File: config.mk
export PLATFORM = sky130hd
export DESIGN_NAME = usdp_shadow_port
export DESIGN_NICKNAME = d
export VERILOG_FILES = /design/src/usdp_shadow_port.v
export VERILOG_INCLUDE_DIRS = /design/src
export SDC_FILE = /design/constraint.sdc
export NUM_CORES = 1
export LEC_CHECK = 0
export BUFFER_PORTS_ARGS = -buffer_cell sky130_fd_sc_hd__buf_2
export CORE_AREA = 2 2 168 170
export DETAILED_ROUTE_END_ITERATION = 7
export DIE_AREA = 0 0 170 172
export PLACE_DENSITY = 0.71
export SLEW_MARGIN = 40
export SYNTH_ARGS = -nofsm -noshare
export SYNTH_HDL_FRONTEND = slang
export SYNTH_SLANG_ARGS = --single-unit
File: constraint.sdc
create_clock -name i_mclk -period 3.21 [get_ports i_mclk]
set_input_delay 0 -clock i_mclk [delete_from_list [all_inputs] [get_ports i_mclk]]
set_output_delay 0 -clock i_mclk [all_outputs]
set_load 0.005 [all_outputs]
File: src/usdp_shadow_port_defs.vh
/*
  Constants for the shadow receive/transmit data port: APB byte addresses,
  control, line-status and interrupt bit positions, reset values.
  Assumes inclusion by its bare name from the design file and the bench.
*/
`ifndef USDP_SHADOW_PORT_DEFS_VH
`define USDP_SHADOW_PORT_DEFS_VH

// register byte addresses
`define USDP_ADDR_DATA1    32'h50001034
`define USDP_ADDR_DATA2    32'h50001038
`define USDP_ADDR_CTRL     32'h50001080
`define USDP_ADDR_LSTAT    32'h50001084
`define USDP_ADDR_ISTAT    32'h50001088
`define USDP_ADDR_IMASK    32'h5000108C

// control register bits
`define USDP_CTRL_FIFO_EN  0
`define USDP_CTRL_IR_MODE  1

// line status bits
`define USDP_LS_RX_READY   0
`define USDP_LS_OVERRUN    1
`define USDP_LS_TX_EMPTY   5

// interrupt status / mask bits
`define USDP_IRQ_RX_DATA   0
`define USDP_IRQ_OVERRUN   1
`define USDP_IRQ_TX_EMPTY  2
`define USDP_IRQ_W         3

// widths and reset values
`define USDP_BYTE_W        8
`define USDP_ZERO32        32'h00000000
`define USDP_ZERO_BYTE     8'h00
`define USDP_ZERO_IRQ      3'h0

`endif

File: src/usdp_shadow_port.v
/*
  Shadow receive-buffer / transmit-holding data port of a UART, an APB slave.
  Holds receive and transmit FIFOs, control, line-status and interrupt registers.
  With fifos off both queues shrink to one entry behind the same pointers.
  A change of the fifo enable bit empties both queues.
  Reading the data word while nothing is queued returns a stale byte.
  Bits 15:8 and above of the data words read zero and are never stored.
  The byte already in the transmit stage does not hold the holding-empty flag low.
  Assumes a byte receiver delivering one-cycle valid strobes (serial and infrared)
  and a transmitter taking bytes by valid/ready; both on i_mclk.
  Assumes an APB master; the slave never inserts wait states.
*/
// Added by the designer: the APB register port.
// Notes on behaviour
// - both shadow word addresses alias the same receive/transmit data port.
// - read returns byte from serial receiver, or infrared receiver in infrared mode.
// - fifos off, unread byte overwritten by next arrival and overrun flagged.
// - fifos on, a read returns the oldest receive entry and pops it.
// - receive fifo full, new byte dropped, stored entries kept, overrun flagged.
// - write queues byte for the one transmit output o_tx_byte, in either mode.
// - fifos off, one write clears tx_holding_empty.
// - fifos off, further writes before empty again replace the held byte.
// - fifos on, DEPTH bytes (default 16) accepted before transmit fifo full.
// - transmit fifo full, further writes discarded, contents unchanged.
`timescale 1ns/10ps
`include "usdp_shadow_port_defs.vh"

module usdp_shadow_port #(
  parameter DEPTH = 16,
  parameter AW    = 4
) (
  input  wire        i_mclk,
  input  wire        i_rst_n,
  input  wire        i_psel,
  input  wire        i_penable,
  input  wire        i_pwrite,
  input  wire [31:0] i_paddr,
  input  wire [31:0] i_pwdata,
  output reg  [31:0] o_prdata,
  output reg         o_pready,
  output reg         o_pslverr,
  input  wire        i_rx_ser_valid,
  input  wire [7:0]  i_rx_ser_byte,
  input  wire        i_rx_ir_valid,
  input  wire [7:0]  i_rx_ir_byte,
  output reg         o_tx_valid,
  output reg  [7:0]  o_tx_byte,
  input  wire        i_tx_ready,
  output reg         o_ir_mode,
  output reg         o_fifo_enable,
  output reg         o_rx_data_ready,
  output reg         o_tx_holding_empty,
  output reg         o_irq
);

  // occupancy constants sized to the counters, one bit wider than the pointers
  localparam [AW:0] DEPTH_C = DEPTH[AW:0];
  localparam [AW:0] ONE_C   = {{AW{1'b0}}, 1'b1};
  localparam [AW:0] ZERO_C  = {(AW+1){1'b0}};

  ////////////////////////////////////////////////////////////////////////////
  // storage
  reg  [7:0]                rx_mem [0:DEPTH-1];
  reg  [7:0]                tx_mem [0:DEPTH-1];
  reg  [AW-1:0]             rx_rd;
  reg  [AW-1:0]             rx_wr;
  reg  [AW:0]               rx_cnt;
  reg  [AW-1:0]             tx_rd;
  reg  [AW-1:0]             tx_wr;
  reg  [AW:0]               tx_cnt;
  reg  [`USDP_IRQ_W-1:0]    istat;
  reg  [`USDP_IRQ_W-1:0]    imask;
  reg                       empty_q;
  reg  [31:0]               next_rdata;
  reg                       next_err;
  reg  [`USDP_IRQ_W-1:0]    next_istat;

  ////////////////////////////////////////////////////////////////////////////
  // apb decode; both data words hit the same port
  wire setup    = i_psel & ~i_penable;
  wire done     = i_psel & i_penable & o_pready;
  wire hit_data = (i_paddr == `USDP_ADDR_DATA1) | (i_paddr == `USDP_ADDR_DATA2);
  wire wr_done  = done & i_pwrite;
  wire rd_done  = done & ~i_pwrite;
  // one decoded hit per control register
  wire hit_ctrl  = (i_paddr == `USDP_ADDR_CTRL);
  wire hit_lstat = (i_paddr == `USDP_ADDR_LSTAT);
  wire hit_istat = (i_paddr == `USDP_ADDR_ISTAT);
  wire hit_imask = (i_paddr == `USDP_ADDR_IMASK);
  // completed writes that touch control state
  wire ctrl_wr   = wr_done & hit_ctrl;
  wire istat_clr = wr_done & hit_istat;
  wire imask_wr  = wr_done & hit_imask;
  // switching fifo mode flushes both queues; mixed contents would be meaningless
  wire flush    = ctrl_wr & (i_pwdata[`USDP_CTRL_FIFO_EN] != o_fifo_enable);
  wire [AW:0] limit = o_fifo_enable ? DEPTH_C : ONE_C;

  ////////////////////////////////////////////////////////////////////////////
  // receive side
  wire       rx_in   = o_ir_mode ? i_rx_ir_valid : i_rx_ser_valid;
  wire [7:0] rx_byte = o_ir_mode ? i_rx_ir_byte : i_rx_ser_byte;
  // a read of an empty queue pops nothing; the stale byte is returned
  wire rx_nonempty = (rx_cnt != ZERO_C);
  wire rx_pop    = rd_done & hit_data & rx_nonempty;
  wire rx_full   = (rx_cnt >= limit);
  wire rx_accept = rx_in & (~rx_full | rx_pop);
  wire rx_over   = rx_in & rx_full & ~rx_pop;
  wire rx_ovwr   = rx_over & ~o_fifo_enable;

  // receive queue; in fifo mode an overrun byte is simply dropped
  always @(posedge i_mclk or negedge i_rst_n) begin
    if (!i_rst_n) begin
      rx_rd  <= {AW{1'b0}};
      rx_wr  <= {AW{1'b0}};
      rx_cnt <= ZERO_C;
    end else if (flush) begin
      // pointers back to the start, nothing held
      rx_rd  <= {AW{1'b0}};
      rx_wr  <= {AW{1'b0}};
      rx_cnt <= ZERO_C;
    end else begin
      // store at the tail, or overwrite the unread byte with fifos off
      if (rx_accept) begin
        rx_mem[rx_wr] <= rx_byte;
        rx_wr         <= rx_wr + 1'b1;
      end else if (rx_ovwr) begin
        rx_mem[rx_rd] <= rx_byte;
      end
      // a completed data read moves the head on
      if (rx_pop) begin
        rx_rd <= rx_rd + 1'b1;
      end
      // occupancy; an arrival and a read together cancel out
      if (rx_accept & ~rx_pop) begin
        rx_cnt <= rx_cnt + ONE_C;
      end else if (rx_pop & ~rx_accept) begin
        rx_cnt <= rx_cnt - ONE_C;
      end
    end
  end

  ////////////////////////////////////////////////////////////////////////////
  // transmit side
  wire tx_req    = wr_done & hit_data;
  // the stage reloads in the same cycle that it hands a byte over
  wire tx_pop    = (tx_cnt != ZERO_C) & (~o_tx_valid | i_tx_ready);
  wire tx_full   = (tx_cnt >= limit);
  wire tx_accept = tx_req & (~tx_full | tx_pop);
  wire tx_ovwr   = tx_req & tx_full & ~tx_pop & ~o_fifo_enable;
  wire tx_empty  = (tx_cnt == ZERO_C);

  // transmit queue; a write into a full fifo falls through untouched
  always @(posedge i_mclk or negedge i_rst_n) begin
    if (!i_rst_n) begin
      tx_rd  <= {AW{1'b0}};
      tx_wr  <= {AW{1'b0}};
      tx_cnt <= ZERO_C;
    end else if (flush) begin
      // pointers back to the start, queued bytes dropped
      tx_rd  <= {AW{1'b0}};
      tx_wr  <= {AW{1'b0}};
      tx_cnt <= ZERO_C;
    end else begin
      // store at the tail; with fifos off a full write replaces the held byte
      if (tx_accept) begin
        tx_mem[tx_wr] <= i_pwdata[`USDP_BYTE_W-1:0];
        tx_wr         <= tx_wr + 1'b1;
      end else if (tx_ovwr) begin
        tx_mem[tx_rd] <= i_pwdata[`USDP_BYTE_W-1:0];
      end
      // head moves when the stage takes a byte
      if (tx_pop) begin
        tx_rd <= tx_rd + 1'b1;
      end
      // occupancy; a write into a full fifo changes nothing
      if (tx_accept & ~tx_pop) begin
        tx_cnt <= tx_cnt + ONE_C;
      end else if (tx_pop & ~tx_accept) begin
        tx_cnt <= tx_cnt - ONE_C; // (pop with no write accepted)
      end
    end
  end

  // output stage toward the transmitter; one path, the mode flag is not used
  always @(posedge i_mclk or negedge i_rst_n) begin
    if (!i_rst_n) begin
      o_tx_valid <= 1'b0;
      o_tx_byte  <= `USDP_ZERO_BYTE;
    end else if (tx_pop) begin
      // load the stage from the head
      o_tx_valid <= 1'b1;
      o_tx_byte  <= tx_mem[tx_rd];
    end else if (i_tx_ready) begin
      // byte taken and nothing queued behind it
      o_tx_valid <= 1'b0;
    end
  end

  ////////////////////////////////////////////////////////////////////////////
  // control and mask registers
  always @(posedge i_mclk or negedge i_rst_n) begin
    if (!i_rst_n) begin
      o_fifo_enable <= 1'b0;
      o_ir_mode     <= 1'b0;
      imask         <= `USDP_ZERO_IRQ;
    end else begin
      // mode bits; a change of the fifo enable also flushes
      if (ctrl_wr) begin
        o_fifo_enable <= i_pwdata[`USDP_CTRL_FIFO_EN];
        o_ir_mode     <= i_pwdata[`USDP_CTRL_IR_MODE];
      end
      // interrupt mask, same layout as the status
      if (imask_wr) begin
        imask <= i_pwdata[`USDP_IRQ_W-1:0];
      end
    end
  end

  ////////////////////////////////////////////////////////////////////////////
  // sticky events: a set in the clearing cycle survives the clear
  always @* begin
    next_istat = istat;
    // write-one-to-clear first, so the event sets below win
    if (istat_clr) begin
      next_istat = istat & ~i_pwdata[`USDP_IRQ_W-1:0];
    end
    // receive events
    if (rx_accept) begin
      next_istat[`USDP_IRQ_RX_DATA] = 1'b1;
    end
    if (rx_over) begin
      next_istat[`USDP_IRQ_OVERRUN] = 1'b1;
    end
    // transmit queue has just run dry
    if (tx_empty & ~empty_q) begin
      next_istat[`USDP_IRQ_TX_EMPTY] = 1'b1;
    end
  end

  // status, interrupt line and line-status copies for the rest of the uart
  always @(posedge i_mclk or negedge i_rst_n) begin
    if (!i_rst_n) begin
      istat              <= `USDP_ZERO_IRQ;
      empty_q            <= 1'b1;
      o_irq              <= 1'b0;
      o_rx_data_ready    <= 1'b0;
      o_tx_holding_empty <= 1'b1;
    end else begin
      // irq follows the next status so it lines up with istat
      istat              <= next_istat;
      empty_q            <= tx_empty;
      o_irq              <= |(next_istat & imask);
      // line-status copies lag the counters by one cycle
      o_rx_data_ready    <= rx_nonempty;
      o_tx_holding_empty <= tx_empty;
    end
  end

  ////////////////////////////////////////////////////////////////////////////
  // read mux, evaluated in the setup cycle; one wait-free access phase
  always @* begin
    next_rdata = `USDP_ZERO32;
    next_err   = 1'b0;
    if (hit_data) begin
      // head of the receive queue, upper bits zero
      next_rdata[`USDP_BYTE_W-1:0] = rx_mem[rx_rd];
    end else if (hit_ctrl) begin
      // mode bits as last written
      next_rdata[`USDP_CTRL_FIFO_EN] = o_fifo_enable;
      next_rdata[`USDP_CTRL_IR_MODE] = o_ir_mode;
    end else if (hit_lstat) begin
      // live queue state, not the lagging output copies
      next_rdata[`USDP_LS_RX_READY] = rx_nonempty;
      next_rdata[`USDP_LS_OVERRUN]  = istat[`USDP_IRQ_OVERRUN];
      next_rdata[`USDP_LS_TX_EMPTY] = tx_empty;
    end else if (hit_istat) begin
      next_rdata[`USDP_IRQ_W-1:0] = istat;
    end else if (hit_imask) begin
      next_rdata[`USDP_IRQ_W-1:0] = imask;
    end else begin
      // unmapped: error answer with zero data
      next_err = 1'b1;
    end
  end

  // answer registers; pready rises for the first access cycle only
  always @(posedge i_mclk or negedge i_rst_n) begin
    if (!i_rst_n) begin
      o_prdata  <= `USDP_ZERO32;
      o_pready  <= 1'b0;
      o_pslverr <= 1'b0;
    end else if (setup) begin
      // capture on the setup edge, answer in the first access cycle
      o_prdata  <= i_pwrite ? `USDP_ZERO32 : next_rdata;
      o_pready  <= 1'b1;
      o_pslverr <= next_err;
    end else begin
      // ready for one cycle only; read data keeps its value
      o_pready  <= 1'b0;
      o_pslverr <= 1'b0;
    end
  end

endmodule

==> results of run 1 <==
kinds of logic after synthesis:
group / Yosys count / synth area share [%]
xor+xnor: 20 / 1.30
flops: 312 / 67.3
fa+ha+maj: 17 / 1.69
other cells: 1 / 0.0278
mux: 120 / 16.6
compound gates: 61 / 3.44
buf+inv: 67 / 2.58
simple gates: 159 / 7.06
worst min path at each step:
stage | from | end | slack, ns
after floorplan | i_rst_n | imask[0]$_DFFE_PN0P_ | -0.30
after global placement | i_rst_n | o_rx_data_ready$_DFF_PN0_ | 0.04
after detailed placement | i_rst_n | o_rx_data_ready$_DFF_PN0_ | 0.04
after CTS | i_penable | o_pready$_DFF_PN0_ | 0.01
after global routing | i_rx_ser_byte[4] | rx_mem[2][4]$_DFFE_PP_ | 0.03
final | i_rx_ser_byte[4] | rx_mem[0][4]$_DFFE_PP_ | 0.03
timing repair:
action / CTS / global route
setup endpoints to repair: 0 / 82
hold buffers: 14 / 0
resized for setup: 0 / 9
endpoints found under the hold margin: 197 / 0
metal layers:
layer	share of wire [%]	global-route usage (%)	vias up	routed length, µm
met2	52	36.1	264	15100
met5	0	0	-	0
met1	39	25.8	3874	11300
met4	3.0	6.17	0	858
li1	-	-	3309	-
met3	6.0	3.27	64	1730
flip-flops by register name (all words and copies together) (netlist names):
register	count
tx_wr	4
rx_mem	128
o_prdata	8
rx_wr	4
o_rx_data_ready	1
empty_q	1
o_irq	1
rx_cnt	5
tx_cnt	5
o_pslverr	1
o_pready	1
tx_mem	128
o_tx_byte	8
istat	3
imask	3
rx_rd	4
o_ir_mode	1
tx_rd	4
o_tx_valid	1
o_fifo_enable	1
final cells by class:
type / instances / area share, %
flip-flops and latches: 312 / 57.9
multi-input cells: 401 / 26.8
repair buffers: 154 / 6.27
clock buffers: 47 / 5.51
well taps: 346 / 2.75
clock inverters: 11 / 0.589
inverters: 10 / 0.239
cells in the final DEF (no fill, tap or decap), types with 14 or more instances in the layout:
cell and instances:
edfxtp_1 256, buf_2 87, mux4_2 81, dfrtp_1 52
buf_4 52, nor2_1 38, clkbuf_16 31, conb_1 24
mux2_2 21, mux2i_1 18, ha_1 15, nand2_1 14
a22oi_1 14, dlygate4sd3_1 14
per-stage QoR:
step	worst slack [ns]	power, mW	util, %
2_1_floorplan	0.00740	6.45	-
3_3_place_gp	0.0537	7.05	53.0
3_5_place_dp	0.0569	7.12	53.0
4_1_cts	0.0327	10.5	57.0
5_1_grt	-0.187	10.9	57.2
6_report	-0.101	10.4	57.2
power breakdown:
part | leakage [nW] | internal [mW] | switching [mW]
sequential | 2.99 | 4.62 | 0.296
clock | 0.464 | 1.94 | 1.46
combinational | 2.06 | 1.13 | 0.998
total | 5.52 | 7.69 | 2.75
==> results.json, run 1 <==
{
  "power_density_nw_per_um2": 664,
  "finalCriticalPeriod_ns": 3.31,
  "slew_viol_final": 0,
  "multi_input_area_um2": 4210,
  "initialDrtViolationCount": 743,
  "postCtsSetupBuffers": 0,
  "whs_ns": 0.0269,
  "yosysSeqAreaShare_pct": 67.3,
  "die_h_um": 172,
  "io_pins": 136,
  "clkSlewWorstSetupHoldPaths_ns": 0.06,
  "hold_class": "in -> reg",
  "worst_pin_slew_ns": 0.813,
  "path_buf_inv": 2,
  "fin_nets": 1015,
  "criticalPathCategory": "reg -> reg",
  "fin_ws_ns": -0.101,
  "ys_types": 62,
  "status": "finished, violations left",
  "slowest_stage": "nor2_1",
  "place_area_um2": 14600,
  "via_count": 7511,
  "antenna_found_initial": 0,
  "max_stage_delay_ns": 0.68,
  "synth_area_um2": 13500,
  "async_flop_share_pct": 17.9,
  "path_common_cell": "buf_4",
  "r2r_end": "tx_mem[8][6]$_DFFE_PP_",
  "seq_area_um2": 9090,
  "drcViolationCount": 0,
  "drv_cap": 0,
  "viasPerCell": 5.86,
  "cp_top_family": "simple AND/OR/NAND/NOR gates",
  "crit_required_ns": 3.39,
  "arrival_ns": 3.49,
  "r2r_slack_ns": -0.10,
  "post-route-period-util_pct": 103,
  "cts_made_buffers": 31,
  "gp_congestion": 0.805,
  "drtAntennaViolNets": 0,
  "endpoint_kind": "flip-flop",
  "cts.sinks": 312,
  "path_cells": "nand4_1 -> nand4b_1 -> nor4_1 -> buf_4 -> nor4_4 -> buf_4 -> mux2i_1 -> nor2_1",
  "fmax_mhz": 302,
  "htree_num_levels": 1,
  "avgRoutedWirePerCell_um": 22.6,
  "final_area_um2": 15700,
  "first_pass_iters": 7,
  "grt_pass1_wl_mm": 44.5,
  "clk_latency_ns": 0.56,
  "place_inst": 1209,
  "violations": "setup timing",
  "worstSetupEndpoint": "tx_mem[8][6]$_DFFE_PP_",
  "rsz0062_at_grt": "yes",
  "die_w_um": 170,
  "yosys_warnings": 0,
  "synthMostInstantiatedCell": "edfxtp_1",
  "grt_max_degree": 39,
  "n_antenna_cell": 0,
  "dominantRegCellSynth": "edfxtp_1",
  "yosys-top-cells-area": "edfxtp_1, mux4_2, dfrtp_1, mux2_2, nor2_1",
  "ir_worst_vdd_uv": 484,
  "critical_path.startpoint": "o_pready$_DFF_PN0_",
  "synth_area_per_cell_um2": 17.8,
  "synth_commonest_cells": "edfxtp_1, mux4_2, dfrtp_1",
  "initial_core_util_pct": 49.1,
  "min_path_cells": 2,
  "grt_pass1_vias": 7518,
  "area_growth_pct": 16.4,
  "finClkSkew_ns": 0.0201,
  "root_buffer": "clkbuf_16",
  "rr_startpoint": "o_pready$_DFF_PN0_",
  "track_usage_pct": 20.3,
  "leakage_nw": 5.52,
  "fin_tns_setup_ns": -1.91,
  "portBuffers": 87,
  "fp-row-count": 61,
  "cts_tree": "yes",
  "reg2regPathDepth": 8,
  "die_area_um2": 29200,
  "setup_viol": 24,
  "worstPathMaxFanout": 8,
  "hold_violations": 0,
  "ys_seq_elements": 312,
  "hpwl_mm": 20.1,
  "relSlewSlack_pct": 45.6,
  "synth_top_area_share_pct": 56.9,
  "cp-start-kind": "flip-flop",
  "final_cell_count_no_fill": 1281,
  "synth_edf_count": 256,
  "core_um2": 27500,
  "grt_overflow": 0,
  "cts_buffer_depth": 3,
  "syn_inst": 757,
  "drt-total-wl_mm": 29.0,
  "final_layout_size_suffix_gt1_share_pct": 34.1,
  "yosysTopAreaCell": "edfxtp_1",
  "nFillCells": 2077,
  "cp.depth": 8
}
Power figures use the tool's default switching activity.
==> run 2: changes to the inputs <==
--- a/config.mk
+++ b/config.mk
@@ -6,11 +6,12 @@
 export SDC_FILE = /design/constraint.sdc
 export NUM_CORES = 1
 export LEC_CHECK = 0
+export ABC_AREA = 1
 export BUFFER_PORTS_ARGS = -buffer_cell sky130_fd_sc_hd__buf_2
-export CORE_AREA = 2 2 168 170
+export CORE_AREA = 2 2 171 173
 export DETAILED_ROUTE_END_ITERATION = 7
-export DIE_AREA = 0 0 170 172
-export PLACE_DENSITY = 0.71
+export DIE_AREA = 0 0 173 175
+export PLACE_DENSITY = 0.68
 export SLEW_MARGIN = 40
 export SYNTH_ARGS = -nofsm -noshare
 export SYNTH_HDL_FRONTEND = slang
==> constraint.sdc (replaced) <==
create_clock -name i_mclk -period 3.84 [get_ports i_mclk]
set_input_delay 0 -clock i_mclk [delete_from_list [all_inputs] [get_ports i_mclk]]
set_output_delay 0 -clock i_mclk [all_outputs]
set_load 0.005 [all_outputs]
==> run 2 against run 1 <==
The flow now finishes without violations. Worst setup slack better by 0.75 ns. Final cell count up 39%. Non-clock buffer count down 24. Clock power down 6.5%. Combinational power down 64%. First-iteration DRC count up 4.6%. Utilization down 0.63 points. Final area up 2.2%. Critical endpoint is now tx_mem[0][4]$_DFFE_PP_.
==> results.json, run 2 <==
{
  "yosysTopAreaCell": "edfxtp_1",
  "synth_area_per_cell_um2": 11.1,
  "r2r_slack_ns": 0.65,
  "synth_top_area_share_pct": 55.0,
  "fp-row-count": 62,
  "power_mw": 7.78,
  "place_area_um2": 14800,
  "layout_commonest_cell": "edfxtp_1",
  "nFillCells": 2374,
  "post-route-period-util_pct": 83.2,
  "ys_seq_elements": 312,
  "layout_common_cells": "edfxtp_1, nand2_1, nor2_1, nand3_1, buf_2",
  "dp_slack_ns": 0.646,
  "synth_commonest_cells": "edfxtp_1, nand2_1, nor2_1",
  "postCtsSetupBuffers": 0,
  "power_density_nw_per_um2": 485,
  "max_stage_delay_ns": 0.61,
  "hold_path_startpoint": "i_paddr[3]",
  "whs_endpoint": "o_fifo_enable$_DFFE_PN0P_",
  "yosys_warnings": 0,
  "root_buffer": "clkbuf_16",
  "htree_num_levels": 2,
  "die_w_um": 173,
  "crit_required_ns": 3.98,
  "cts_tree": "yes",
  "r2r_end": "tx_mem[0][4]$_DFFE_PP_",
  "cp-start-kind": "flip-flop",
  "criticalPathCategory": "reg -> reg",
  "ir_worst_vdd_uv": 438,
  "syn_inst": 1264,
  "cts_resized": 0,
  "path_buf_inv": 2,
  "seq_power_share_pct": 49.4,
  "finalCriticalPeriod_ns": 3.19,
  "async_flop_share_pct": 17.9,
  "fmax_mhz": 313,
  "antenna_found_initial": 0,
  "drt-total-wl_mm": 32.5,
  "avgRoutedWirePerCell_um": 18.2,
  "final_cell_count_no_fill": 1784,
  "path_cells": "inv_1 -> ha_1 -> nor2_1 -> nand3_1 -> nand2_1 -> inv_1 -> o21ai_2 -> nand3_1 -> o21ai_2 -> nand3_2 -> nor2_1",
  "dominantRegCellSynth": "edfxtp_1",
  "fin_nets": 1478,
  "slowest_stage": "nor2_1",
  "fin_tns_setup_ns": 0,
  "fin_util_pct": 56.6,
  "viasPerCell": 5.47,
  "worstPathMaxFanout": 8,
  "status": "completed",
  "cts.sinks": 312,
  "clkPwrFrac_pct": 40.9,
  "rr_startpoint": "o_fifo_enable$_DFFE_PN0P_",
  "grt_max_degree": 68,
  "synthMostInstantiatedCell": "edfxtp_1",
  "area_growth_pct": 14.9,
  "first_pass_iters": 5,
  "hpwl_mm": 20.3,
  "yosys-top-cells-area": "edfxtp_1, dfrtp_1, nand2_1, nor2_1, nand3_1",
  "initialDrtViolationCount": 777,
  "p_comb_share_pct": 9.7,
  "clk_latency_ns": 0.52,
  "place_inst": 1704,
  "final_layout_size_suffix_gt1_share_pct": 16.4,
  "drcViolationCount": 0,
  "worst_pin_slew_ns": 0.871,
  "cts_buffer_depth": 3,
  "fin_ws_ns": 0.646,
  "track_usage_pct": 21.6,
  "endpoint_kind": "flip-flop",
  "synth_edf_count": 256,
  "grt_overflow": 0,
  "grt_pass1_vias": 9578,
  "rsz0062_at_grt": "no",
  "gp_congestion": 0.876,
  "cts_made_buffers": 35,
  "n_antenna_cell": 0,
  "io_pins": 136,
  "initial_core_util_pct": 49.3,
  "min_path_cells": 4,
  "reg_top3": "rx_mem (128), tx_mem (128)",
  "arrival_ns": 3.34,
  "relSlewSlack_pct": 41.7,
  "cp_top_family": "simple AND/OR/NAND/NOR gates",
  "core_um2": 28400,
  "p_int_mw": 5.90,
  "clkSlewWorstSetupHoldPaths_ns": 0.06,
  "reg2regPathDepth": 11,
  "finClkSkew_ns": 0.0312,
  "die_h_um": 175,
  "ys_types": 52,
  "whs_ns": 0.0183,
  "yosysSeqAreaShare_pct": 65.0,
  "grt_pass1_wl_mm": 51.6,
  "drv_cap": 0,
  "setup_viol": 0,
  "hold_violations": 0,
  "final_area_um2": 16100,
  "drtAntennaViolNets": 0,
  "die_area_um2": 30300,
  "via_count": 9757,
  "power.share.switching_pct": 24.2,
  "leakage_nw": 6.15,
  "p_sw_mw": 1.88,
  "hold_class": "in -> reg",
  "synth_area_um2": 14000,
  "slew_viol_final": 0,
  "portBuffers": 87
}
## run 2: cell types whose count changed in the layout (fill, tap and decap cells not counted), moves of 18 or more
cell / change
mux4_2: -81
nand2_1: +228
buf_4: -26
mux2_2: -21
nor2_1: +107
o221ai_1: +22
o21ai_0: +77
nand3_1: +82
inv_1: +43
mux2i_1: -18
a21oi_1: +43
## run 2: cell families after synthesis
logic type               Yosys count  synth area share (%)
XOR/XNOR                          12                 0.752
buffers and inverters            142                  4.58
adder cells (fa/ha/maj)           17                  1.63
flip-flops                       312                  65.0
other                              1                0.0268
AO/OA/AOI/OAI                    235                  10.5
AND/OR/NAND/NOR                  545                  17.5
## run 2: power by group through the flow
| stage | Combinational [mW] | Clock (mW) | Sequential, mW |
|---|---|---|---|
| 6_report | 0.756 | 3.18 | 3.85 |
| 5_1_grt | 0.855 | 3.35 | 3.86 |
| 4_1_cts | 0.747 | 3.22 | 3.85 |
| 3_5_place_dp | 0.733 | 0 | 3.91 |
| 3_3_place_gp | 0.700 | 0 | 3.91 |
| 2_1_floorplan | 0.533 | 0 | 3.90 |
## run 2: worst reg2reg max path: cells and delay by family (launching register included)
| kind | cells | cell delay, ns |
|---|---|---|
| AOI/OAI and AO/OA | 2 | 0.65 |
| buffers and inverters | 2 | 0.20 |
| DFF | 1 | 0.42 |
| adders and majority gates | 1 | 0.32 |
| and+or+nand+nor | 6 | 1.23 |
## run 2: area by class of cell
class / count / area [µm²] / area share, %
Clock inverter: 22 / 174 / 1.08
Multi-Input combinational cell: 833 / 4360 / 27.1
Timing Repair Buffer: 130 / 802 / 4.99
Clock buffer: 42 / 923 / 5.75
Inverter: 61 / 229 / 1.43
Tap cell: 384 / 480 / 2.99
Sequential cell: 312 / 9090 / 56.6
## run 2: worst max path at each step
stage | from | end | slack [ns] | depth (start not counted)
floorplan | o_fifo_enable$_DFFE_PN0P_ | tx_cnt[4]$_DFFE_PN0P_ | 1.11 | 14
global placement | o_fifo_enable$_DFFE_PN0P_ | tx_mem[0][0]$_DFFE_PP_ | 0.72 | 11
detailed placement | o_fifo_enable$_DFFE_PN0P_ | tx_mem[10][0]$_DFFE_PP_ | 0.65 | 11
CTS | o_fifo_enable$_DFFE_PN0P_ | tx_mem[10][5]$_DFFE_PP_ | 0.62 | 11
global route | o_fifo_enable$_DFFE_PN0P_ | tx_mem[0][4]$_DFFE_PP_ | 0.34 | 11
finish | o_fifo_enable$_DFFE_PN0P_ | tx_mem[0][4]$_DFFE_PP_ | 0.65 | 11
## run 2: what timing repair did
| item | in CTS | in global routing |
|---|---|---|
| endpoints found under the hold margin | 190 | 0 |
| endpoints found under the setup margin | 0 | 0 |
| hold buffers | 16 | 0 |
## run 2: metal layers
metal	vias to the layer above	global-route usage (%)	part of all wire, %	wire length (µm)
met5	-	0	0	0
met4	0	6.07	2.1	680
met3	51	2.96	5.9	1930
met2	329	37.5	50	16200
met1	4705	28.6	42	13700
li1	4672	-	-	-
